<file path="src/design/rsc_pkg.sv">
// Purpose: Constants for the reset strap configuration block
// Assumes: APB slave with 32-bit data, 10 MHz mclk
// Notes:   Offsets are byte addresses
package rsc_pkg;

    // ********************************************
    // Register map
    // ********************************************
    localparam logic [31:0] BOOT_CFG_ADDR   = 32'h0010_1000;
    localparam logic [31:0] DEV_INFO_ADDR   = 32'h0010_1004;

    // ********************************************
    // Field positions
    // ********************************************
    localparam int SEL_BIT                  = 11;
    localparam int AGP_BIT                  = 9;
    localparam int TV_LSB                   = 7;
    localparam int XTAL_BIT                 = 6;
    localparam int HOST_BIT                 = 5;
    localparam int RAMW_BIT                 = 4;
    localparam int ACPI_BIT                 = 3;
    localparam int RAMT_BIT                 = 2;
    localparam int SUBV_BIT                 = 1;
    localparam int BUS66_BIT                = 0;

    // ********************************************
    // Reset values and codes
    // ********************************************
    localparam logic [9:0]  CFG_RESET       = 10'h000;
    localparam logic [1:0]  TV_RESERVED     = 2'h0;
    localparam logic [1:0]  TV_NTSC         = 2'h1;
    localparam logic [1:0]  TV_PAL          = 2'h2;
    localparam logic [1:0]  TV_OFF          = 2'h3;
    localparam logic [15:0] SUBSYS_ZERO     = 16'h0000;
    localparam logic [7:0]  SUBSYS_ROM_BASE = 8'h54;
    // Arbitrary identifier values
    localparam logic [15:0] ID_LEGACY       = 16'h0A10;
    localparam logic [15:0] ID_PM           = 16'h0A11;

    typedef enum logic [1:0] {
        RSC_TV_RESERVED,
        RSC_TV_NTSC,
        RSC_TV_PAL,
        RSC_TV_OFF
    } rsc_tv_mode_t;

endpackage

</file>
<file path="src/design/rsc_cfg_if.sv">
// Purpose: Carries the selected configuration word to the decoder
// Assumes: Single clock domain
// Notes:   None
`timescale 1ns/1ps
interface rsc_cfg_if;
    logic [9:0] cfg;
    logic       agp_1x;
    logic [1:0] tv_mode;
    logic       tv_enable;
    logic       xtal_14m;
    logic       host_agp;
    logic       ram_128;
    logic       pm_visible;
    logic [15:0] device_id;
    logic       ram_8mbit;
    logic       subsys_from_rom;
    logic       pci_66;

    modport src (
        output cfg,
        input  agp_1x, tv_mode, tv_enable, xtal_14m, host_agp, ram_128,
        input  pm_visible, device_id, ram_8mbit, subsys_from_rom, pci_66
    );
    modport dec (
        input  cfg,
        output agp_1x, tv_mode, tv_enable, xtal_14m, host_agp, ram_128,
        output pm_visible, device_id, ram_8mbit, subsys_from_rom, pci_66
    );
endinterface

</file>
<file path="src/design/rsc_strap_config.sv">
// Purpose: Power-on strap capture with host override register
// Assumes: APB slave, synchronous active-high reset, mclk at 10 MHz
// Notes:   All outputs registered
//
// How it works
// Capture straps at reset release; bus tri-stated before
// Override register holds config plus select bit
// Host write updates override, not strap latches
// Select zero uses straps, one uses register
// Reads return straps or register per select
// Bit nine picks AGP 2X or 1X
// Bits eight:seven pick TV timing
// Bit six states crystal frequency
// Bit four picks 64 or 128-bit bus
// Bit three exposes power management, changes identifier
// Bit two declares memory type
// Bit one picks subsystem ID source
// Firmware writes subsystem IDs before plug-and-play; no write path here, subsystem IDs stay zero
// Bit zero sets 66 MHz capability
// Reset clears override select
`timescale 1ns/1ps
module rsc_strap_config (
    input  wire logic        mclk,
    input  wire logic        rst,
    input  wire logic [9:0]  framebuffer_addr_pins,
    input  wire logic        psel,
    input  wire logic        penable,
    input  wire logic        pwrite,
    input  wire logic [31:0] paddr,
    input  wire logic [31:0] pwdata,
    input  wire logic [3:0]  pstrb,
    output logic      [31:0] prdata,
    output logic             pready,
    output logic             pslverr,
    output logic             sys_bus_oe,
    output logic             agp_1x,
    output logic [1:0]       tv_mode,
    output logic             tv_enable,
    output logic             xtal_14m,
    output logic             host_agp,
    output logic             ram_128,
    output logic             fb_upper_oe,
    output logic             pm_visible,
    output logic [15:0]      chip_identifier,
    output logic             ram_8mbit,
    output logic             subsys_from_rom,
    output logic [15:0]      subsys_vendor_id,
    output logic [15:0]      subsys_id,
    output logic [7:0]       subsys_rom_addr,
    output logic             pci_66
);

    // ********************************************
    // State
    // ********************************************
    logic       rst_d_reg;
    logic [9:0] strap_reg;
    logic [9:0] ovr_cfg_reg;
    logic       ovr_sel_reg;
    logic       sys_oe_reg;
    logic       setup_ok;
    logic       wr_en;
    logic       rd_en;
    logic       hit_cfg;
    logic       hit_info;
    logic [9:0] sel_cfg;
    logic [31:0] rd_value;

    rsc_cfg_if cfg_bus ();

    rsc_cfg_decode u_decode (
        .c (cfg_bus)
    );

    // ********************************************
    // Strap capture at reset release
    // ********************************************
    always_ff @(posedge mclk) begin
        rst_d_reg <= rst;
    end

    always_ff @(posedge mclk) begin
        if (rst) begin
            strap_reg <= rsc_pkg::CFG_RESET;
        end else if (rst_d_reg) begin
            strap_reg <= framebuffer_addr_pins;
        end
    end

    always_ff @(posedge mclk) begin
        if (rst) begin
            sys_oe_reg <= 1'b0;
        end else if (rst_d_reg) begin
            sys_oe_reg <= 1'b1;
        end
    end

    // ********************************************
    // APB decode
    // ********************************************
    assign setup_ok = psel && penable && sys_oe_reg;
    assign hit_cfg  = (paddr == rsc_pkg::BOOT_CFG_ADDR);
    assign hit_info = (paddr == rsc_pkg::DEV_INFO_ADDR);
    // Write lands only at the edge that completes the access
    assign wr_en    = setup_ok && pwrite && hit_cfg && pready;
    assign rd_en    = setup_ok && !pwrite;

    // ********************************************
    // Override register
    // ********************************************
    always_ff @(posedge mclk) begin
        if (rst) begin
            ovr_cfg_reg <= rsc_pkg::CFG_RESET;
        end else if (wr_en) begin
            if (pstrb[0]) begin
                ovr_cfg_reg[7:0] <= pwdata[7:0];
            end
            if (pstrb[1]) begin
                ovr_cfg_reg[9:8] <= pwdata[9:8];
            end
        end
    end

    always_ff @(posedge mclk) begin
        if (rst) begin
            ovr_sel_reg <= 1'b0;
        end else if (wr_en && pstrb[1]) begin
            ovr_sel_reg <= pwdata[rsc_pkg::SEL_BIT];
        end
    end

    assign sel_cfg = ovr_sel_reg ? ovr_cfg_reg : strap_reg;
    assign cfg_bus.cfg = sel_cfg;

    // ********************************************
    // Read mux
    // ********************************************
    always_comb begin
        rd_value = 32'h0000_0000;
        if (hit_cfg) begin
            rd_value[9:0]             = sel_cfg;
            rd_value[rsc_pkg::SEL_BIT] = ovr_sel_reg;
        end else if (hit_info) begin
            rd_value[15:0] = cfg_bus.device_id;
        end
    end

    always_ff @(posedge mclk) begin
        if (rst) begin
            pready  <= 1'b0;
            pslverr <= 1'b0;
            prdata  <= 32'h0000_0000;
        end else begin
            pready  <= psel && penable && !pready;
            pslverr <= psel && penable && !pready
                       && !(hit_cfg || (hit_info && !pwrite));
            if (rd_en && !pready) begin
                prdata <= rd_value;
            end
        end
    end

    // ********************************************
    // Registered configuration outputs
    // ********************************************
    always_ff @(posedge mclk) begin
        if (rst) begin
            sys_bus_oe <= 1'b0;
        end else begin
            sys_bus_oe <= sys_oe_reg;
        end
    end

    always_ff @(posedge mclk) begin
        if (rst) begin
            agp_1x          <= 1'b0;
            tv_mode         <= 2'h0;
            tv_enable       <= 1'b0;
            xtal_14m        <= 1'b0;
            host_agp        <= 1'b0;
            ram_128         <= 1'b0;
            fb_upper_oe     <= 1'b0;
            pm_visible      <= 1'b0;
            chip_identifier <= rsc_pkg::ID_LEGACY;
            ram_8mbit       <= 1'b0;
            subsys_from_rom <= 1'b0;
            pci_66          <= 1'b0;
        end else begin
            agp_1x          <= cfg_bus.agp_1x;
            tv_mode         <= cfg_bus.tv_mode;
            tv_enable       <= cfg_bus.tv_enable;
            xtal_14m        <= cfg_bus.xtal_14m;
            host_agp        <= cfg_bus.host_agp;
            ram_128         <= cfg_bus.ram_128;
            fb_upper_oe     <= cfg_bus.ram_128;
            pm_visible      <= cfg_bus.pm_visible;
            chip_identifier <= cfg_bus.device_id;
            ram_8mbit       <= cfg_bus.ram_8mbit;
            subsys_from_rom <= cfg_bus.subsys_from_rom;
            pci_66          <= cfg_bus.pci_66;
        end
    end

    // ********************************************
    // Subsystem ID source
    // ********************************************
    always_ff @(posedge mclk) begin
        if (rst) begin
            subsys_vendor_id <= rsc_pkg::SUBSYS_ZERO;
            subsys_id        <= rsc_pkg::SUBSYS_ZERO;
            subsys_rom_addr  <= rsc_pkg::SUBSYS_ROM_BASE;
        end else if (!cfg_bus.subsys_from_rom) begin
            subsys_vendor_id <= rsc_pkg::SUBSYS_ZERO;
            subsys_id        <= rsc_pkg::SUBSYS_ZERO;
            subsys_rom_addr  <= rsc_pkg::SUBSYS_ROM_BASE;
        end else begin
            subsys_rom_addr  <= rsc_pkg::SUBSYS_ROM_BASE;
        end
    end

endmodule

</file>
<file path="src/design/rsc_cfg_decode.sv">
// Purpose: Decodes the selected configuration word into controls
// Assumes: Word already chosen between straps and override
// Notes:   Pure combinational
`timescale 1ns/1ps
module rsc_cfg_decode (
    rsc_cfg_if.dec c
);

    // ********************************************
    // Field decode
    // ********************************************
    always_comb begin
        c.agp_1x          = c.cfg[rsc_pkg::AGP_BIT];
        c.tv_mode         = c.cfg[rsc_pkg::TV_LSB +: 2];
        c.tv_enable       = (c.cfg[rsc_pkg::TV_LSB +: 2]
                             == rsc_pkg::TV_NTSC)
                            || (c.cfg[rsc_pkg::TV_LSB +: 2]
                             == rsc_pkg::TV_PAL);
        c.xtal_14m        = c.cfg[rsc_pkg::XTAL_BIT];
        c.host_agp        = c.cfg[rsc_pkg::HOST_BIT];
        c.ram_128         = c.cfg[rsc_pkg::RAMW_BIT];
        c.pm_visible      = c.cfg[rsc_pkg::ACPI_BIT];
        c.device_id       = c.cfg[rsc_pkg::ACPI_BIT] ? rsc_pkg::ID_PM
                                                     : rsc_pkg::ID_LEGACY;
        c.ram_8mbit       = c.cfg[rsc_pkg::RAMT_BIT];
        c.subsys_from_rom = c.cfg[rsc_pkg::SUBV_BIT];
        c.pci_66          = c.cfg[rsc_pkg::BUS66_BIT];
    end

endmodule

</file>
<file path="config.mk">
export PLATFORM = sky130hd
export DESIGN_NAME = rsc_strap_config
export DESIGN_NICKNAME = d
export VERILOG_FILES = /design/src/design/rsc_pkg.sv /design/src/design/rsc_cfg_if.sv /design/src/design/rsc_strap_config.sv /design/src/design/rsc_cfg_decode.sv
export SDC_FILE = /design/constraint.sdc
export NUM_CORES = 1
export LEC_CHECK = 0
export BUFFER_PORTS_ARGS = -buffer_cell sky130_fd_sc_hd__buf_4
export CORE_MARGIN = 8
export CORE_UTILIZATION = 37
export DETAILED_ROUTE_END_ITERATION = 8
export PLACE_DENSITY = 0.87
export SLEW_MARGIN = 20
export SYNTH_ARGS = -nofsm -noshare
export SYNTH_HDL_FRONTEND = slang
export SYNTH_SLANG_ARGS = --single-unit
export TNS_END_PERCENT = 50
</file>
<file path="constraint.sdc">
create_clock -name mclk -period 1.6 [get_ports mclk]
set_input_delay 0.08 -clock mclk [delete_from_list [all_inputs] [get_ports mclk]]
set_output_delay 0.08 -clock mclk [all_outputs]
set_load 0.1 [all_outputs]
</file>
==> run_summary.xml <==
<?xml version="1.0" encoding="UTF-8"?>
<metrics>
  <group name="clocking">
    <metric name="cts_made_buffers" unit="">5</metric>
    <metric name="clock_latency_of_the_later_clocked_register_in_the_worst_skew_pair" unit="ns">0.29</metric>
    <metric name="clock_tree_from_tritoncts" unit="">built</metric>
    <metric name="clk_transition_reported_paths" unit="ns">0.09</metric>
    <metric name="cts.path.max_buffers" unit="">2</metric>
    <metric name="cts.sinks" unit="">48</metric>
    <metric name="clock-root-buffer" unit="">sky130_fd_sc_hd__clkbuf_8</metric>
    <metric name="h_tree_lvl_count" unit="">2</metric>
  </group>
  <group name="logic_synthesis">
    <metric name="synth.area.top_cells" unit="">sky130_fd_sc_hd__dfxtp_1 (38%), sky130_fd_sc_hd__buf_4 (23%), sky130_fd_sc_hd__mux2i_1 (12%)</metric>
    <metric name="synth.yosys.warnings" unit="">0</metric>
    <metric name="synth.yosys.seq_area_share" unit="%">38.02</metric>
    <metric name="count_of_different_cell_masters_after_synthesis" unit="">30</metric>
    <metric name="synth-seq-cells" unit="">48</metric>
    <metric name="synthesis.area_per_instance" unit="um2">9.610</metric>
    <metric name="netlist_instances" unit="">263</metric>
    <metric name="post_synth_top_area_share" unit="%">38.02</metric>
    <metric name="synthesis.area" unit="um2">2527</metric>
    <metric name="synth_area_leader_cell" unit="">sky130_fd_sc_hd__dfxtp_1</metric>
  </group>
  <group name="global_route">
    <metric name="grt_start_max_net_pins" unit="">55</metric>
    <metric name="grt.overflow.total" unit="">0</metric>
    <metric name="initial_antenna_violation_count" unit="">0</metric>
    <metric name="grt_util_all_layers" unit="%">12.08</metric>
    <metric name="grt_pass1_wl" unit="mm">9.632</metric>
    <metric name="number_of_global_route_vias_before_repair" unit="">1947</metric>
  </group>
  <group name="power">
    <metric name="pwr-share-comb" unit="%">36.9</metric>
    <metric name="p_sw" unit="W">0.001397</metric>
    <metric name="post-layout-total-power" unit="W">0.003130</metric>
    <metric name="switching_share" unit="%">44.65</metric>
    <metric name="clock_power_share" unit="%">23.3</metric>
    <metric name="vdd.ir_drop.worst" unit="mV">0.4101</metric>
    <metric name="p_seq_share" unit="%">39.8</metric>
    <metric name="power.density_cell_area" unit="nW/um2">1008</metric>
    <metric name="total_leakage_power" unit="nW">1.440</metric>
    <metric name="cell_internal_pwr" unit="W">0.001732</metric>
  </group>
  <group name="worst_setup_path">
    <metric name="cp_cell_sequence" unit="">nand2_2, or4b_4, nor4_4, buf_12, mux2i_1</metric>
    <metric name="worst-endpoint-required" unit="ns">1.83</metric>
    <metric name="worst_path_max_stage_delay" unit="ns">0.51</metric>
    <metric name="crit_path_top_delay_cell" unit="">sky130_fd_sc_hd__or4b_4</metric>
    <metric name="critical_path_arrival" unit="ns">1.81</metric>
    <metric name="timing.critical_path.from_type" unit="">flop</metric>
    <metric name="timing.setup.critical_path_class" unit="">reg -&gt; reg</metric>
    <metric name="critical_path.max_fanout" unit="">8</metric>
    <metric name="critPathCaptureType" unit="">flop</metric>
  </group>
  <group name="timing">
    <metric name="fmax" unit="MHz">632.0</metric>
    <metric name="fin_worst_skew" unit="ns">0.006655</metric>
    <metric name="timing.final.crit_period" unit="ns">1.582</metric>
    <metric name="timing.max_slew.rel_slack" unit="%">62.14</metric>
    <metric name="report.final.slew_viol_count" unit="">0</metric>
    <metric name="total_of_endpoints_with_negative_setup_slack_in_the_final_report" unit="">0</metric>
    <metric name="timing.final.hold_violations" unit="">0</metric>
    <metric name="totalNegativeSetupSlack" unit="ns">0</metric>
    <metric name="grt_setup_unrepaired" unit="">true</metric>
    <metric name="max_slew.worst_pin.slew" unit="ns">0.5658</metric>
    <metric name="min_period_over_period" unit="%">98.89</metric>
  </group>
  <group name="final_layout">
    <metric name="area_overhead_of_the_layout_relative_to_synthesis" unit="%">22.87</metric>
    <metric name="layout-drive-gt1-share" unit="%">32.19</metric>
    <metric name="nFillCells" unit="">658</metric>
    <metric name="largest_register_ff_count" unit="">11</metric>
    <metric name="diodes" unit="">0</metric>
    <metric name="layout.nets" unit="">434</metric>
    <metric name="layout.cells.most_common" unit="">sky130_fd_sc_hd__buf_4</metric>
    <metric name="mostFrequentLayoutCells" unit="">sky130_fd_sc_hd__buf_4 (93), sky130_fd_sc_hd__conb_1 (76), sky130_fd_sc_hd__dfxtp_1 (47)</metric>
  </group>
  <group name="detailed_routing">
    <metric name="drc_errors" unit="">0</metric>
    <metric name="drt-total-wl" unit="mm">6.173</metric>
    <metric name="route.antenna.remaining_nets" unit="">0</metric>
    <metric name="drt_pre_antenna_iters" unit="">4</metric>
    <metric name="drt_iter0_drc" unit="">92</metric>
    <metric name="routed_via_density" unit="">4.278</metric>
    <metric name="detail_route.wl_per_cell" unit="um">14.32</metric>
    <metric name="dr_total_vias" unit="">1844</metric>
  </group>
  <group name="floorplan">
    <metric name="die_area" unit="um2">9732</metric>
    <metric name="chipWidth" unit="um">98.65</metric>
    <metric name="die_height" unit="um">98.65</metric>
    <metric name="io-pin-count" unit="">186</metric>
    <metric name="std_cell_rows" unit="">30</metric>
    <metric name="initial_utilization" unit="%">37.62</metric>
    <metric name="core" unit="um2">6719</metric>
  </group>
  <group name="placement">
    <metric name="post_detail_place_hpwl" unit="mm">5.154</metric>
    <metric name="finalWeightedCongestion" unit="">0.7897</metric>
    <metric name="quantity_of_i_o_buffers_inserted_on_ports" unit="">86</metric>
  </group>
  <group name="worst_hold_path">
    <metric name="worst_hold_path_type" unit="">in -&gt; reg</metric>
  </group>
  <group name="job">
    <metric name="max_cap_violations" unit="">0</metric>
  </group>
  <group name="outcome">
    <metric name="result_of_the_run" unit="">complete, no violations</metric>
  </group>
</metrics>
cell usage after synthesis (all sizes together):
cell type / count
buf: 80
dfxtp: 48
mux2i: 31
nand2b: 26
nor2: 25
nor4: 8
a22o: 7
clkbuf: 7
nor2b: 4
nor3: 3
nor4b: 3
o32ai: 3
a211oi: 2
conb: 2
inv: 2
nand2: 2
nand4: 2
or4b: 2
a21oi: 1
nand3b: 1
o31ai: 1
or2: 1
xnor2: 1
xor2: 1
cell type report:
type                       instances  area [um2]  area share, %
multi-input combinational        200        1224          39.40
sequential                        48       964.7          31.06
timing repair buffer              94       718.2          23.13
tap                               80       100.1          3.223
clock buffer                       6       82.58          2.659
clock inverter                     1       8.758         0.2820
inverter                           2       7.507         0.2417
per-stage QoR:
stage / setup slack, ns / std cells / hold slack [ns] / instance area, um2 / utilization, %
after floorplan: -0.2641 / 337 / 0.1077 / 2809 / -
after global placement: -0.009594 / 424 / 0.3135 / 3008 / 44.77
after detailed placement: -0.09539 / 424 / 0.3280 / 3008 / 44.77
after CTS: 0.001178 / 431 / 0.01425 / 3099 / 46.13
after global routing: -0.03221 / 431 / 0.01825 / 3105 / 46.22
final: 0.01772 / 431 / 0.01705 / 3105 / 46.22
power by group through the flow:
stage               logic (W)  clock network [W]  registers [W]
global placement      0.00114                  0        0.00127
floorplan             0.00103                  0        0.00137
detailed placement    0.00115                  0        0.00127
global route          0.00119           0.000801        0.00125
finish                0.00116           0.000728        0.00125
CTS                   0.00115           0.000756        0.00125
metal layers:
| layer | up-vias | wire (um) | track usage (%) |
|---|---|---|---|
| met1 | 844 | 2459 | 12.11 |
| met5 | - | 0 | 0 |
| met3 | 6 | 665 | 6.131 |
| li1 | 895 | - | - |
| met2 | 99 | 2999 | 21.72 |
| met4 | 0 | 49 | 2.834 |
worst paths after layout:
check             slack (ns)                     endpoint  cells past startpoint                      from
hold / removal          0.02    strap_reg[2]$_SDFFE_PP0P_                      3  framebuffer_addr_pins[2]
setup / recovery        0.02  ovr_cfg_reg[7]$_SDFFE_PP0P_                      5         pready$_SDFF_PP0_
setup reg to reg        0.02  ovr_cfg_reg[7]$_SDFFE_PP0P_                      5         pready$_SDFF_PP0_
hold reg to reg         0.47            pready$_SDFF_PP0_                      1         pready$_SDFF_PP0_
repair_timing:
item | 4_1_cts | 5_1_grt
setup buffers | 0 | 0
endpoints found under the setup margin | 0 | 15
hold buffers | 0 | 0
resized for setup | 0 | 2
worst max-delay path: cells and delay by family (launching register included):
family,cells,cell delay [ns]
mux,1,0.19
buf+inv,1,0.18
flops,1,0.38
simple gates,3,0.78
kinds of logic after synthesis:
group                  Yosys count  share of synthesized area (%)
multiplexers                    31                          12.28
buffers and inverters           89                          24.80
XOR/XNOR                         2                         0.6932
AO/OA/AOI/OAI                   14                          4.554
flip-flops                      48                          38.02
AND/OR/NAND/NOR                 77                          19.36
other                            2                         0.2971
No activity file was read; power rests on OpenSTA's default activity.
